**config.mk**
```make
export PLATFORM = sky130hd
export DESIGN_NAME = camit_core
export DESIGN_NICKNAME = d
export VERILOG_FILES = /design/src/camit_pkg.sv /design/src/camit_alu_if.sv /design/src/camit_alu.sv /design/src/camit_core.sv
export SDC_FILE = /design/constraint.sdc
export NUM_CORES = 1
export LEC_CHECK = 0
export CAP_MARGIN = 20
export CORE_ASPECT_RATIO = 1.75
export CORE_MARGIN = 2
export CORE_UTILIZATION = 35
export CTS_CLUSTER_DIAMETER = 30
export DETAILED_ROUTE_END_ITERATION = 6
export DONT_BUFFER_PORTS = 1
export HOLD_SLACK_MARGIN = 0.03
export PLACE_DENSITY = 0.63
export SYNTH_ARGS = -nofsm -noshare
export SYNTH_HDL_FRONTEND = slang
export SYNTH_HIERARCHICAL = 1
export SYNTH_SLANG_ARGS = --single-unit
```
**constraint.sdc**
```tcl
create_clock -name i_clk -period 11.4 [get_ports i_clk]
set_clock_uncertainty 0.2 [all_clocks]
set_input_delay 0.57 -clock i_clk [delete_from_list [all_inputs] [get_ports i_clk]]
set_output_delay 0.57 -clock i_clk [all_outputs]
set_load 0.02 [all_outputs]
```
**src/camit_pkg.sv**
```systemverilog
package camit_pkg;

  // ==========================================================
  // Operations and operand forms
  typedef enum logic [4:0] {
    ADD_OP, ADD_WITH_CARRY_OP, SUBTRACT_BORROW_OP,
    BITWISE_AND_OP, BITWISE_OR_OP, BITWISE_XOR_OP,
    ROTATE_LEFT_CARRY_OP, ROTATE_RIGHT_CARRY_OP,
    ROTATE_LEFT_OP, ROTATE_RIGHT_OP, NIBBLE_SWAP_OP,
    CLEAR_ACC_OP, INVERT_ACC_OP, DECIMAL_FIXUP_OP,
    PLUS_ONE_OP, MINUS_ONE_OP, POINTER_PLUS_ONE_OP,
    MULTIPLY_OP, DIVIDE_OP, TRANSFER_OP
  } camit_op_e;

  typedef enum logic [2:0] {
    ACC_FORM, BANK_REGISTER_FORM, DIRECT_FORM,
    POINTER_REGISTER_FORM, IMMEDIATE_FORM
  } camit_form_e;

  // ==========================================================
  // Widths
  localparam int DATA_W = 8;
  localparam int PTR_W  = 16;
  localparam int LEN_W  = 2;
  localparam int MC_W   = 3;
  localparam int ELAP_W = 16;

  // ==========================================================
  // Timing in machine cycles and oscillator periods
  localparam int OSC_PER_MC   = 12;
  localparam logic [MC_W-1:0] MC_ONE  = 3'h1;
  localparam logic [MC_W-1:0] MC_TWO  = 3'h2;
  localparam logic [MC_W-1:0] MC_FOUR = 3'h4;
  localparam int PER_SHORT = 12;
  localparam int PER_LONG  = 24;
  localparam int PER_MULDIV = 48;

  // ==========================================================
  // Encoded lengths in bytes
  localparam logic [LEN_W-1:0] LEN_ONE   = 2'h1;
  localparam logic [LEN_W-1:0] LEN_TWO   = 2'h2;
  localparam logic [LEN_W-1:0] LEN_THREE = 2'h3;

  // ==========================================================
  // Reset values and decimal fixup constants
  localparam logic [DATA_W-1:0] BYTE_RST   = 8'h00;
  localparam logic [PTR_W-1:0]  PTR_RST    = 16'h0000;
  localparam logic [3:0]        BCD_MAX    = 4'h9;
  localparam logic [DATA_W-1:0] FIX_LOW    = 8'h06;
  localparam logic [DATA_W-1:0] FIX_HIGH   = 8'h60;

endpackage : camit_pkg

```
**src/camit_alu_if.sv**
```systemverilog
interface camit_alu_if
  import camit_pkg::*;
();
  camit_op_e         op;
  logic [DATA_W-1:0] a;
  logic [DATA_W-1:0] b;
  logic [DATA_W-1:0] breg;
  logic [PTR_W-1:0]  ptr;
  logic              cy_in;
  logic              ac_in;
  logic [DATA_W-1:0] res;
  logic [DATA_W-1:0] res_b;
  logic [PTR_W-1:0]  res_ptr;
  logic              cy;
  logic              ov;
  logic              ac;

  modport core (
    output op, a, b, breg, ptr, cy_in, ac_in,
    input  res, res_b, res_ptr, cy, ov, ac
  );
  modport alu (
    input  op, a, b, breg, ptr, cy_in, ac_in,
    output res, res_b, res_ptr, cy, ov, ac
  );
endinterface : camit_alu_if

```
**src/camit_alu.sv**
```systemverilog
module camit_alu
  import camit_pkg::*;
(
  camit_alu_if.alu bus
);

  logic              cin;
  logic [DATA_W:0]   sum9;
  logic [4:0]        sum_lo;
  logic [DATA_W:0]   dif9;
  logic [4:0]        dif_lo;
  logic [2*DATA_W-1:0] prod;
  logic [DATA_W:0]   fix1;
  logic [DATA_W:0]   fix2;

  assign cin    = (bus.op == ADD_WITH_CARRY_OP) & bus.cy_in;
  assign sum9   = {1'b0, bus.a} + {1'b0, bus.b} + {8'h00, cin};
  assign sum_lo = {1'b0, bus.a[3:0]} + {1'b0, bus.b[3:0]}
                + {4'h0, cin};
  assign dif9   = {1'b0, bus.a} - {1'b0, bus.b}
                - {8'h00, bus.cy_in};
  assign dif_lo = {1'b0, bus.a[3:0]} - {1'b0, bus.b[3:0]}
                - {4'h0, bus.cy_in};
  assign prod   = bus.a * bus.breg;
  assign fix1   = ((bus.a[3:0] > BCD_MAX) | bus.ac_in)
                ? {1'b0, bus.a} + {1'b0, FIX_LOW} : {1'b0, bus.a};
  assign fix2   = ((fix1[7:4] > BCD_MAX) | fix1[8] | bus.cy_in)
                ? {1'b0, fix1[7:0]} + {1'b0, FIX_HIGH} : fix1;

  always_comb begin
    bus.res     = bus.a;
    bus.res_b   = bus.breg;
    bus.res_ptr = bus.ptr;
    bus.cy      = bus.cy_in;
    bus.ov      = 1'b0;
    bus.ac      = bus.ac_in;
    case (bus.op)
      ADD_OP, ADD_WITH_CARRY_OP: begin
        bus.res = sum9[7:0];
        bus.cy  = sum9[8];
        bus.ac  = sum_lo[4];
        bus.ov  = ~(bus.a[7] ^ bus.b[7]) & (bus.a[7] ^ sum9[7]);
      end
      SUBTRACT_BORROW_OP: begin
        bus.res = dif9[7:0];
        bus.cy  = dif9[8];
        bus.ac  = dif_lo[4];
        bus.ov  = (bus.a[7] ^ bus.b[7]) & (bus.a[7] ^ dif9[7]);
      end
      BITWISE_AND_OP:        bus.res = bus.a & bus.b;
      BITWISE_OR_OP:         bus.res = bus.a | bus.b;
      BITWISE_XOR_OP:        bus.res = bus.a ^ bus.b;
      ROTATE_LEFT_CARRY_OP:  {bus.cy, bus.res} = {bus.a, bus.cy_in};
      ROTATE_RIGHT_CARRY_OP: {bus.res, bus.cy} = {bus.cy_in, bus.a};
      ROTATE_LEFT_OP:        bus.res = {bus.a[6:0], bus.a[7]};
      ROTATE_RIGHT_OP:       bus.res = {bus.a[0], bus.a[7:1]};
      NIBBLE_SWAP_OP:        bus.res = {bus.a[3:0], bus.a[7:4]};
      CLEAR_ACC_OP:          bus.res = BYTE_RST;
      INVERT_ACC_OP:         bus.res = ~bus.a;
      // Carry is only ever set here, never cleared
      DECIMAL_FIXUP_OP: begin
        bus.res = fix2[7:0];
        bus.cy  = bus.cy_in | fix2[8] | fix1[8];
      end
      PLUS_ONE_OP:  bus.res = bus.a + 8'h01;
      MINUS_ONE_OP: bus.res = bus.a - 8'h01;
      POINTER_PLUS_ONE_OP: bus.res_ptr = bus.ptr + 16'h0001;
      MULTIPLY_OP: begin
        bus.res   = prod[7:0];
        bus.res_b = prod[15:8];
        bus.cy    = 1'b0;
        bus.ov    = |prod[15:8];
      end
      // Divide by zero leaves both operands untouched
      DIVIDE_OP: begin
        bus.cy = 1'b0;
        bus.ov = (bus.breg == BYTE_RST);
        if (bus.breg != BYTE_RST) begin
          bus.res   = bus.a / bus.breg;
          bus.res_b = bus.a % bus.breg;
        end
      end
      TRANSFER_OP: bus.res = bus.b;
      default:     bus.res = bus.a;
    endcase
  end

endmodule : camit_alu

```
**src/camit_core.sv**
```systemverilog
// Overview of operation
// - Add: four sources, direct/immediate two bytes
// - Add with carry sums operand and carry
// - Subtract with borrow removes operand and carry
// - AND register into accumulator, one byte
// - AND accumulator into direct byte, two bytes
// - AND immediate into direct, three bytes, 24
// - OR direct into accumulator, two bytes
// - OR immediate into direct, three bytes, 24
// - XOR register into accumulator, one byte
// - XOR immediate into direct, three bytes, 24
// - Rotate carry and accumulator left once
// - Rotate carry and accumulator right once
// - Swap accumulator nibbles, one byte
// - Load immediate into accumulator, two bytes
// - Direct into bank register: 24 periods
// - Bank register into direct: 24 periods
// - Direct to direct: three bytes, 24
// - Indirect into direct: two bytes, 24
// - Immediate into bank register: 12 periods
// - Arithmetic sets three flags; rotates through carry set carry only
module camit_core
  import camit_pkg::*;
#(
  parameter int CLKS_PER_OSC = 1
) (
  // Clock, reset, enable
  input  wire logic              i_clk,
  input  wire logic              i_resetn,
  input  wire logic              i_ce,
  // Instruction request
  input  wire logic              i_valid,
  input  wire camit_op_e         i_op,
  input  wire camit_form_e       i_dst,
  input  wire camit_form_e       i_src,
  // Operand values
  input  wire logic [DATA_W-1:0] i_acc,
  input  wire logic [DATA_W-1:0] i_dst_val,
  input  wire logic [DATA_W-1:0] i_src_val,
  input  wire logic [DATA_W-1:0] i_breg,
  input  wire logic [PTR_W-1:0]  i_data_pointer,
  input  wire logic              i_cy,
  input  wire logic              i_ac,
  // Progress and timing
  output logic                   o_busy,
  output logic                   o_done,
  output logic                   o_bad,
  output logic [LEN_W-1:0]       o_len,
  output logic [MC_W-1:0]        o_mcycles,
  // Results
  output logic [DATA_W-1:0]      o_acc,
  output logic                   o_acc_we,
  output logic [DATA_W-1:0]      o_dst_data,
  output logic                   o_dst_we,
  output logic [DATA_W-1:0]      o_breg,
  output logic                   o_breg_we,
  output logic [PTR_W-1:0]       o_data_pointer,
  output logic                   o_data_pointer_we,
  output logic                   o_cy,
  output logic                   o_cy_we,
  output logic                   o_ov,
  output logic                   o_ov_we,
  output logic                   o_ac,
  output logic                   o_ac_we
);

  localparam int PRE_W = $clog2(CLKS_PER_OSC + 1);
  localparam logic [PRE_W-1:0] PRE_LAST = PRE_W'(CLKS_PER_OSC - 1);

  // ==========================================================
  // Latched instruction
  camit_op_e         op_reg;
  camit_form_e       dst_reg;
  camit_form_e       src_reg;
  logic [DATA_W-1:0] acc_reg, dstv_reg, srcv_reg, breg_reg;
  logic [PTR_W-1:0]  ptr_reg;
  logic              cy_reg, ac_reg, legal_reg;
  logic [LEN_W-1:0]  len_reg;
  logic [MC_W-1:0]   mc_reg;
  logic [PRE_W-1:0]  pre_reg;
  logic [5:0]        osc_reg;
  logic [5:0]        per_last;

  // ==========================================================
  // Length and machine-cycle decode of the request
  logic             legal_next;
  logic [LEN_W-1:0] len_next;
  logic [MC_W-1:0]  mc_next;
  wire logic src_wide = (i_src == DIRECT_FORM) |
                        (i_src == IMMEDIATE_FORM);
  wire logic src_data = (i_src != ACC_FORM);
  wire logic acc_dst  = (i_dst == ACC_FORM);
  wire logic is_logic = (i_op == BITWISE_AND_OP) |
                        (i_op == BITWISE_OR_OP) |
                        (i_op == BITWISE_XOR_OP);

  always_comb begin
    legal_next = 1'b1;
    len_next   = LEN_ONE;
    mc_next    = MC_ONE;
    case (i_op)
      ADD_OP, ADD_WITH_CARRY_OP, SUBTRACT_BORROW_OP,
      BITWISE_AND_OP, BITWISE_OR_OP, BITWISE_XOR_OP: begin
        if (acc_dst) begin
          legal_next = src_data;
          len_next   = src_wide ? LEN_TWO : LEN_ONE;
        end else if (is_logic && i_dst == DIRECT_FORM &&
                     i_src == ACC_FORM) begin
          len_next = LEN_TWO;
        end else if (is_logic && i_dst == DIRECT_FORM &&
                     i_src == IMMEDIATE_FORM) begin
          len_next = LEN_THREE;
          mc_next  = MC_TWO;
        end else begin
          legal_next = 1'b0;
        end
      end
      ROTATE_LEFT_CARRY_OP, ROTATE_RIGHT_CARRY_OP,
      ROTATE_LEFT_OP, ROTATE_RIGHT_OP, NIBBLE_SWAP_OP,
      CLEAR_ACC_OP, INVERT_ACC_OP, DECIMAL_FIXUP_OP:
        legal_next = acc_dst;
      PLUS_ONE_OP, MINUS_ONE_OP: begin
        legal_next = (i_dst != IMMEDIATE_FORM);
        len_next   = (i_dst == DIRECT_FORM) ? LEN_TWO : LEN_ONE;
      end
      POINTER_PLUS_ONE_OP: mc_next = MC_TWO;
      MULTIPLY_OP, DIVIDE_OP: mc_next = MC_FOUR;
      TRANSFER_OP: begin
        case (i_dst)
          ACC_FORM: begin
            legal_next = src_data;
            len_next   = src_wide ? LEN_TWO : LEN_ONE;
          end
          BANK_REGISTER_FORM: begin
            legal_next = (i_src != BANK_REGISTER_FORM) &&
                         (i_src != POINTER_REGISTER_FORM);
            len_next   = src_wide ? LEN_TWO : LEN_ONE;
            mc_next    = (i_src == DIRECT_FORM) ? MC_TWO : MC_ONE;
          end
          DIRECT_FORM: begin
            len_next = (i_src == DIRECT_FORM ||
                        i_src == IMMEDIATE_FORM) ? LEN_THREE
                                                 : LEN_TWO;
            mc_next  = (i_src == ACC_FORM) ? MC_ONE : MC_TWO;
          end
          POINTER_REGISTER_FORM: begin
            legal_next = (i_src == ACC_FORM) || src_wide;
            len_next   = src_wide ? LEN_TWO : LEN_ONE;
            mc_next    = (i_src == DIRECT_FORM) ? MC_TWO : MC_ONE;
          end
          default: legal_next = 1'b0;
        endcase
      end
      default: legal_next = 1'b0;
    endcase
  end

  // ==========================================================
  // Datapath
  camit_alu_if alu_bus ();

  assign alu_bus.op    = op_reg;
  assign alu_bus.a     = (dst_reg == ACC_FORM) ? acc_reg : dstv_reg;
  assign alu_bus.b     = (src_reg == ACC_FORM) ? acc_reg : srcv_reg;
  assign alu_bus.breg  = breg_reg;
  assign alu_bus.ptr   = ptr_reg;
  assign alu_bus.cy_in = cy_reg;
  assign alu_bus.ac_in = ac_reg;

  camit_alu u_alu (
    .bus (alu_bus)
  );

  // ==========================================================
  // Sequencing
  wire logic accept  = i_ce & i_valid & ~o_busy;
  wire logic osc_end = (pre_reg == PRE_LAST);
  assign per_last = 6'(int'(mc_reg) * OSC_PER_MC - 1);
  wire logic finish  = o_busy & osc_end & (osc_reg == per_last);
  wire logic arith   = (op_reg == ADD_OP) |
                       (op_reg == ADD_WITH_CARRY_OP) |
                       (op_reg == SUBTRACT_BORROW_OP);
  wire logic rot_c   = (op_reg == ROTATE_LEFT_CARRY_OP) |
                       (op_reg == ROTATE_RIGHT_CARRY_OP) |
                       (op_reg == DECIMAL_FIXUP_OP);
  wire logic muldiv  = (op_reg == MULTIPLY_OP) |
                       (op_reg == DIVIDE_OP);
  wire logic no_wr   = arith | muldiv | rot_c |
                       (op_reg == POINTER_PLUS_ONE_OP);
  wire logic to_acc  = legal_reg & (dst_reg == ACC_FORM) &
                       (op_reg != POINTER_PLUS_ONE_OP) & ~muldiv;
  wire logic to_dst  = legal_reg & (dst_reg != ACC_FORM) & ~no_wr;

  always_ff @(posedge i_clk) begin
    if (!i_resetn) begin
      op_reg    <= ADD_OP;
      dst_reg   <= ACC_FORM;
      src_reg   <= ACC_FORM;
      acc_reg   <= BYTE_RST;
      dstv_reg  <= BYTE_RST;
      srcv_reg  <= BYTE_RST;
      breg_reg  <= BYTE_RST;
      ptr_reg   <= PTR_RST;
      cy_reg    <= 1'b0;
      ac_reg    <= 1'b0;
      legal_reg <= 1'b0;
      len_reg   <= LEN_ONE;
      mc_reg    <= MC_ONE;
    end else if (accept) begin
      op_reg    <= i_op;
      dst_reg   <= i_dst;
      src_reg   <= i_src;
      acc_reg   <= i_acc;
      dstv_reg  <= i_dst_val;
      srcv_reg  <= i_src_val;
      breg_reg  <= i_breg;
      ptr_reg   <= i_data_pointer;
      cy_reg    <= i_cy;
      ac_reg    <= i_ac;
      legal_reg <= legal_next;
      len_reg   <= len_next;
      // Bad requests still spend one machine cycle
      mc_reg    <= legal_next ? mc_next : MC_ONE;
    end
  end

  always_ff @(posedge i_clk) begin
    if (!i_resetn) begin
      o_busy  <= 1'b0;
      pre_reg <= '0;
      osc_reg <= '0;
    end else if (i_ce) begin
      if (accept) begin
        o_busy  <= 1'b1;
        pre_reg <= '0;
        osc_reg <= '0;
      end else if (o_busy) begin
        o_busy  <= ~finish;
        pre_reg <= osc_end ? '0 : pre_reg + 1'b1;
        osc_reg <= osc_end ? osc_reg + 6'h01 : osc_reg;
      end
    end
  end

  // ==========================================================
  // Result registers, loaded on every enabled cycle; done and write enables pulse after the finishing cycle
  always_ff @(posedge i_clk) begin
    if (!i_resetn) begin
      o_done <= 1'b0;
      o_bad <= 1'b0;
      o_len <= LEN_ONE;
      o_mcycles <= MC_ONE;
      o_acc <= BYTE_RST;
      o_acc_we <= 1'b0;
      o_dst_data <= BYTE_RST;
      o_dst_we <= 1'b0;
      o_breg <= BYTE_RST;
      o_breg_we <= 1'b0;
      o_data_pointer <= PTR_RST;
      o_data_pointer_we <= 1'b0;
      {o_cy, o_ov, o_ac} <= 3'h0;
      {o_cy_we, o_ov_we, o_ac_we} <= 3'h0;
    end else if (i_ce) begin
      o_done            <= finish;
      o_bad             <= finish & ~legal_reg;
      o_len             <= len_reg;
      o_mcycles         <= mc_reg;
      o_acc             <= alu_bus.res;
      o_acc_we          <= finish & (to_acc | (muldiv & legal_reg));
      o_dst_data        <= alu_bus.res;
      o_dst_we          <= finish & to_dst;
      o_breg            <= alu_bus.res_b;
      o_breg_we         <= finish & muldiv & legal_reg;
      o_data_pointer    <= alu_bus.res_ptr;
      o_data_pointer_we <= finish & legal_reg &
                           (op_reg == POINTER_PLUS_ONE_OP);
      o_cy              <= alu_bus.cy;
      o_ov              <= alu_bus.ov;
      o_ac              <= alu_bus.ac;
      o_cy_we <= finish & legal_reg & (arith | rot_c | muldiv);
      o_ov_we <= finish & legal_reg & (arith | muldiv);
      o_ac_we <= finish & legal_reg & arith;
    end
  end

  // ==========================================================
  // Checks
  logic [ELAP_W-1:0] elap_reg;
  always_ff @(posedge i_clk) begin
    if (!i_resetn) begin
      elap_reg <= '0;
    end else if (i_ce) begin
      elap_reg <= accept ? '0 : (o_busy ? elap_reg + 1'b1 : elap_reg);
    end
  end
endmodule : camit_core

```
==> results.yml <==
layout:
  synthToLayoutAreaGrowth_pct: 17.27
  num-nets-final: 1831
  final_area_um2: 14230
  drive_gt1_share_pct: 16.70
  final_common_cell: "nand2_1"
  final_cell_mix: "213 x nand2_1, 141 x nor2_1, 124 x buf_4"
  insertedDiodeCount: 0
yosys:
  yosys-top-cells-area: "dfxtp_1 20%, ha_1 12%, fa_1 7.1%"
  synth_area_leader_cell: "dfxtp_1"
  yosys_warnings: 6
  syn-cell-area_um2: 12140
  synth_seq_cells: 123
  synth_cells: 1546
  synthArstFlopShare_pct: 0
  synth_ff_type: "dfxtp_1"
  synth_edf_count: 0
  ys_seq_area_share_pct: 20.29
  synth_top_area_share_pct: 20.29
  syn_nets: 1773
  ys_types: 98
  syn_area_per_cell_um2: 7.850
timing:
  hold_viol: 0
  min_period_over_period_pct: 96.50
  worst_hold_slack_ns: 0.05088
  fin_crit_ns: 11.00
  setup_viol: 0
  setup_ws_ns: 0.3996
  clock.fmax_mhz: 90.91
  slew_headroom_pct: 29.33
  drv_slew: 0
  fin_tns_setup_ns: 0
  worst_slew_pin_slew_ns: 1.052
power_and_ir_drop:
  p_leak_uw: 0.006087
  pwr-share-clk_pct: 9.7
  netSwitchingFraction_pct: 45.92
  p_sw_uw: 2598
  p_int_uw: 3060
  peakVddDrop_mv: 0.5399
  power_frac_seq_pct: 8.4
  combinationalPowerShare_pct: 82.0
  p_per_area_nw_per_um2: 397.5
  p_total_uw: 5658
worst_setup_path:
  crit_slowest_cell: "a2111o_1"
  path_common_cell: "ha_4"
  crit_type: "register to register"
  rr_worst_depth: 49
  arrival_ns: 11.08
  start_kind: "register"
  crit_required_ns: 11.48
  cp.depth: 49
  end_kind: "register"
  crit_buf_inv: 4
  cp_top_family: "compound AO/OA/AOI/OAI gates"
  path_max_fanout: 5
  slowest_delay_ns: 0.45
drt:
  antenna_left: 0
  met3_length_mm: 1.968
  num_vias: 11970
  wl_mm: 42.45
  first_pass_iters: 6
  top_layer_used: "met4"
  wire_per_inst_um: 20.44
  via_per_inst: 5.762
  drtIter0Drc: 770
  routedLengthMet1_mm: 15.26
  drc: 0
  dr_wl_met2_mm: 21.83
place:
  post-place-ws_ns: -0.1789
  place_area_um2: 13200
  hpwl_mm: 32.38
  port_buffers: 0
  place_congestion: 0.9609
floorplanning:
  coreArea_um2: 34350
  die_y_um: 250.3
  initial_utilization_pct: 35.33
  ioPinCount: 123
  die_width_um: 144.8
  design.die.area_um2: 36240
  rows: 90
cts:
  cts.sinks: 123
  clk_latency_ns: 0.42
  cts_buffers: 17
  clkTransAtPathRegs_ns: 0.06
  htreeDepth: 4
  cts_tree: "done"
  cts_root_buffer: "clkbuf_16"
  cts_buffer_depth: 2
outcome:
  status: "completed"
global_routing:
  grt_first_pass_wirelength_mm: 65.61
  grt.overflow.total: 0
  grt_pass1_vias: 12110
  grt_max_degree: 67
  antenna_found_initial: 0
  grtUsageTotal_pct: 23.38
worst_hold_path:
  worstHoldPathType: "input pin to register"
  whs_path_depth: 1
job:
  maxCapViolations: 0
==> metal layers <==
layer | global-route usage, % | vias up
met5 | 0 | -
met3 | 2.887 | 171
met4 | 17.45 | 0
met2 | 41.27 | 471
li1 | - | 5572
met1 | 24.85 | 5753
==> power groups by stage <==
stage | sequential, µW | clock, µW | combinational, µW
3_3_place_gp | 483 | 0 | 3640
6_report | 474 | 547 | 4640
5_1_grt | 477 | 571 | 4950
4_1_cts | 474 | 557 | 3930
3_5_place_dp | 484 | 0 | 3630
2_1_floorplan | 474 | 0 | 2090
==> cell families (layout without fill, tap and decap cells) <==
kind of cell	count (synthesis)	after routing	share of synthesized area [%]
flip-flops	123	123	20.29
buffers and inverters	191	262	6.444
AO/OA/AOI/OAI	362	362	20.52
adder cells (fa/ha/maj)	162	162	19.36
multiplexers	75	75	6.485
XOR/XNOR	71	71	5.238
AND/OR/NAND/NOR	562	562	21.66
==> cells in the mapped netlist (16+ instances only) <==
cell type and instances:
a21o_1 16, a21oi_1 109, and3_1 17, clkbuf_1 59, dfxtp_1 123, fa_1 43, ha_1 119, inv_1 95
mux2_2 19, mux2i_1 55, nand2_1 213, nand3_1 38, nor2_1 147, nor3_1 41, o21a_1 16, o21ai_0 52
xnor2_1 48, xor2_1 22
==> layout make-up <==
class / count / area, µm²
clock buffers: 18 / 439.2
clock inverters: 14 / 158.9
fillers: 3494 / 20110
inverters: 103 / 387.9
multi-input cells: 1232 / 9243
flip-flops and latches: 123 / 2464
well taps: 460 / 575.6
repair buffers: 127 / 963.4
==> path summary, 6_finish.rpt <==
path              slack [ns]                      from                  endpoint
setup / recovery        0.40   dst_reg[2]$_SDFFE_PN0P_    o_breg[5]$_SDFFE_PN0P_
hold / removal          0.05                  i_resetn    mc_reg[0]$_SDFFE_PN1P_
setup reg to reg        0.40   dst_reg[2]$_SDFFE_PN0P_    o_breg[5]$_SDFFE_PN0P_
hold reg to reg         0.25  srcv_reg[1]$_SDFFE_PN0P_  srcv_reg[1]$_SDFFE_PN0P_
==> repair_timing <==
action,in CTS,in global routing
setup buffers,5,6
gates resized for setup,16,54
pin swaps,2,27
hold endpoints to repair,2,0
setup endpoints to repair,9,9
hold buffers,1,0
==> through the flow <==
stage | instances | util, %
after CTS | 2071 | 40.47
after global placement | 2033 | 38.43
final | 2077 | 41.44
after global routing | 2077 | 41.44
after detailed placement | 2033 | 38.43
after floorplan | 1546 | -
No activity file was read; power rests on OpenSTA's default activity.
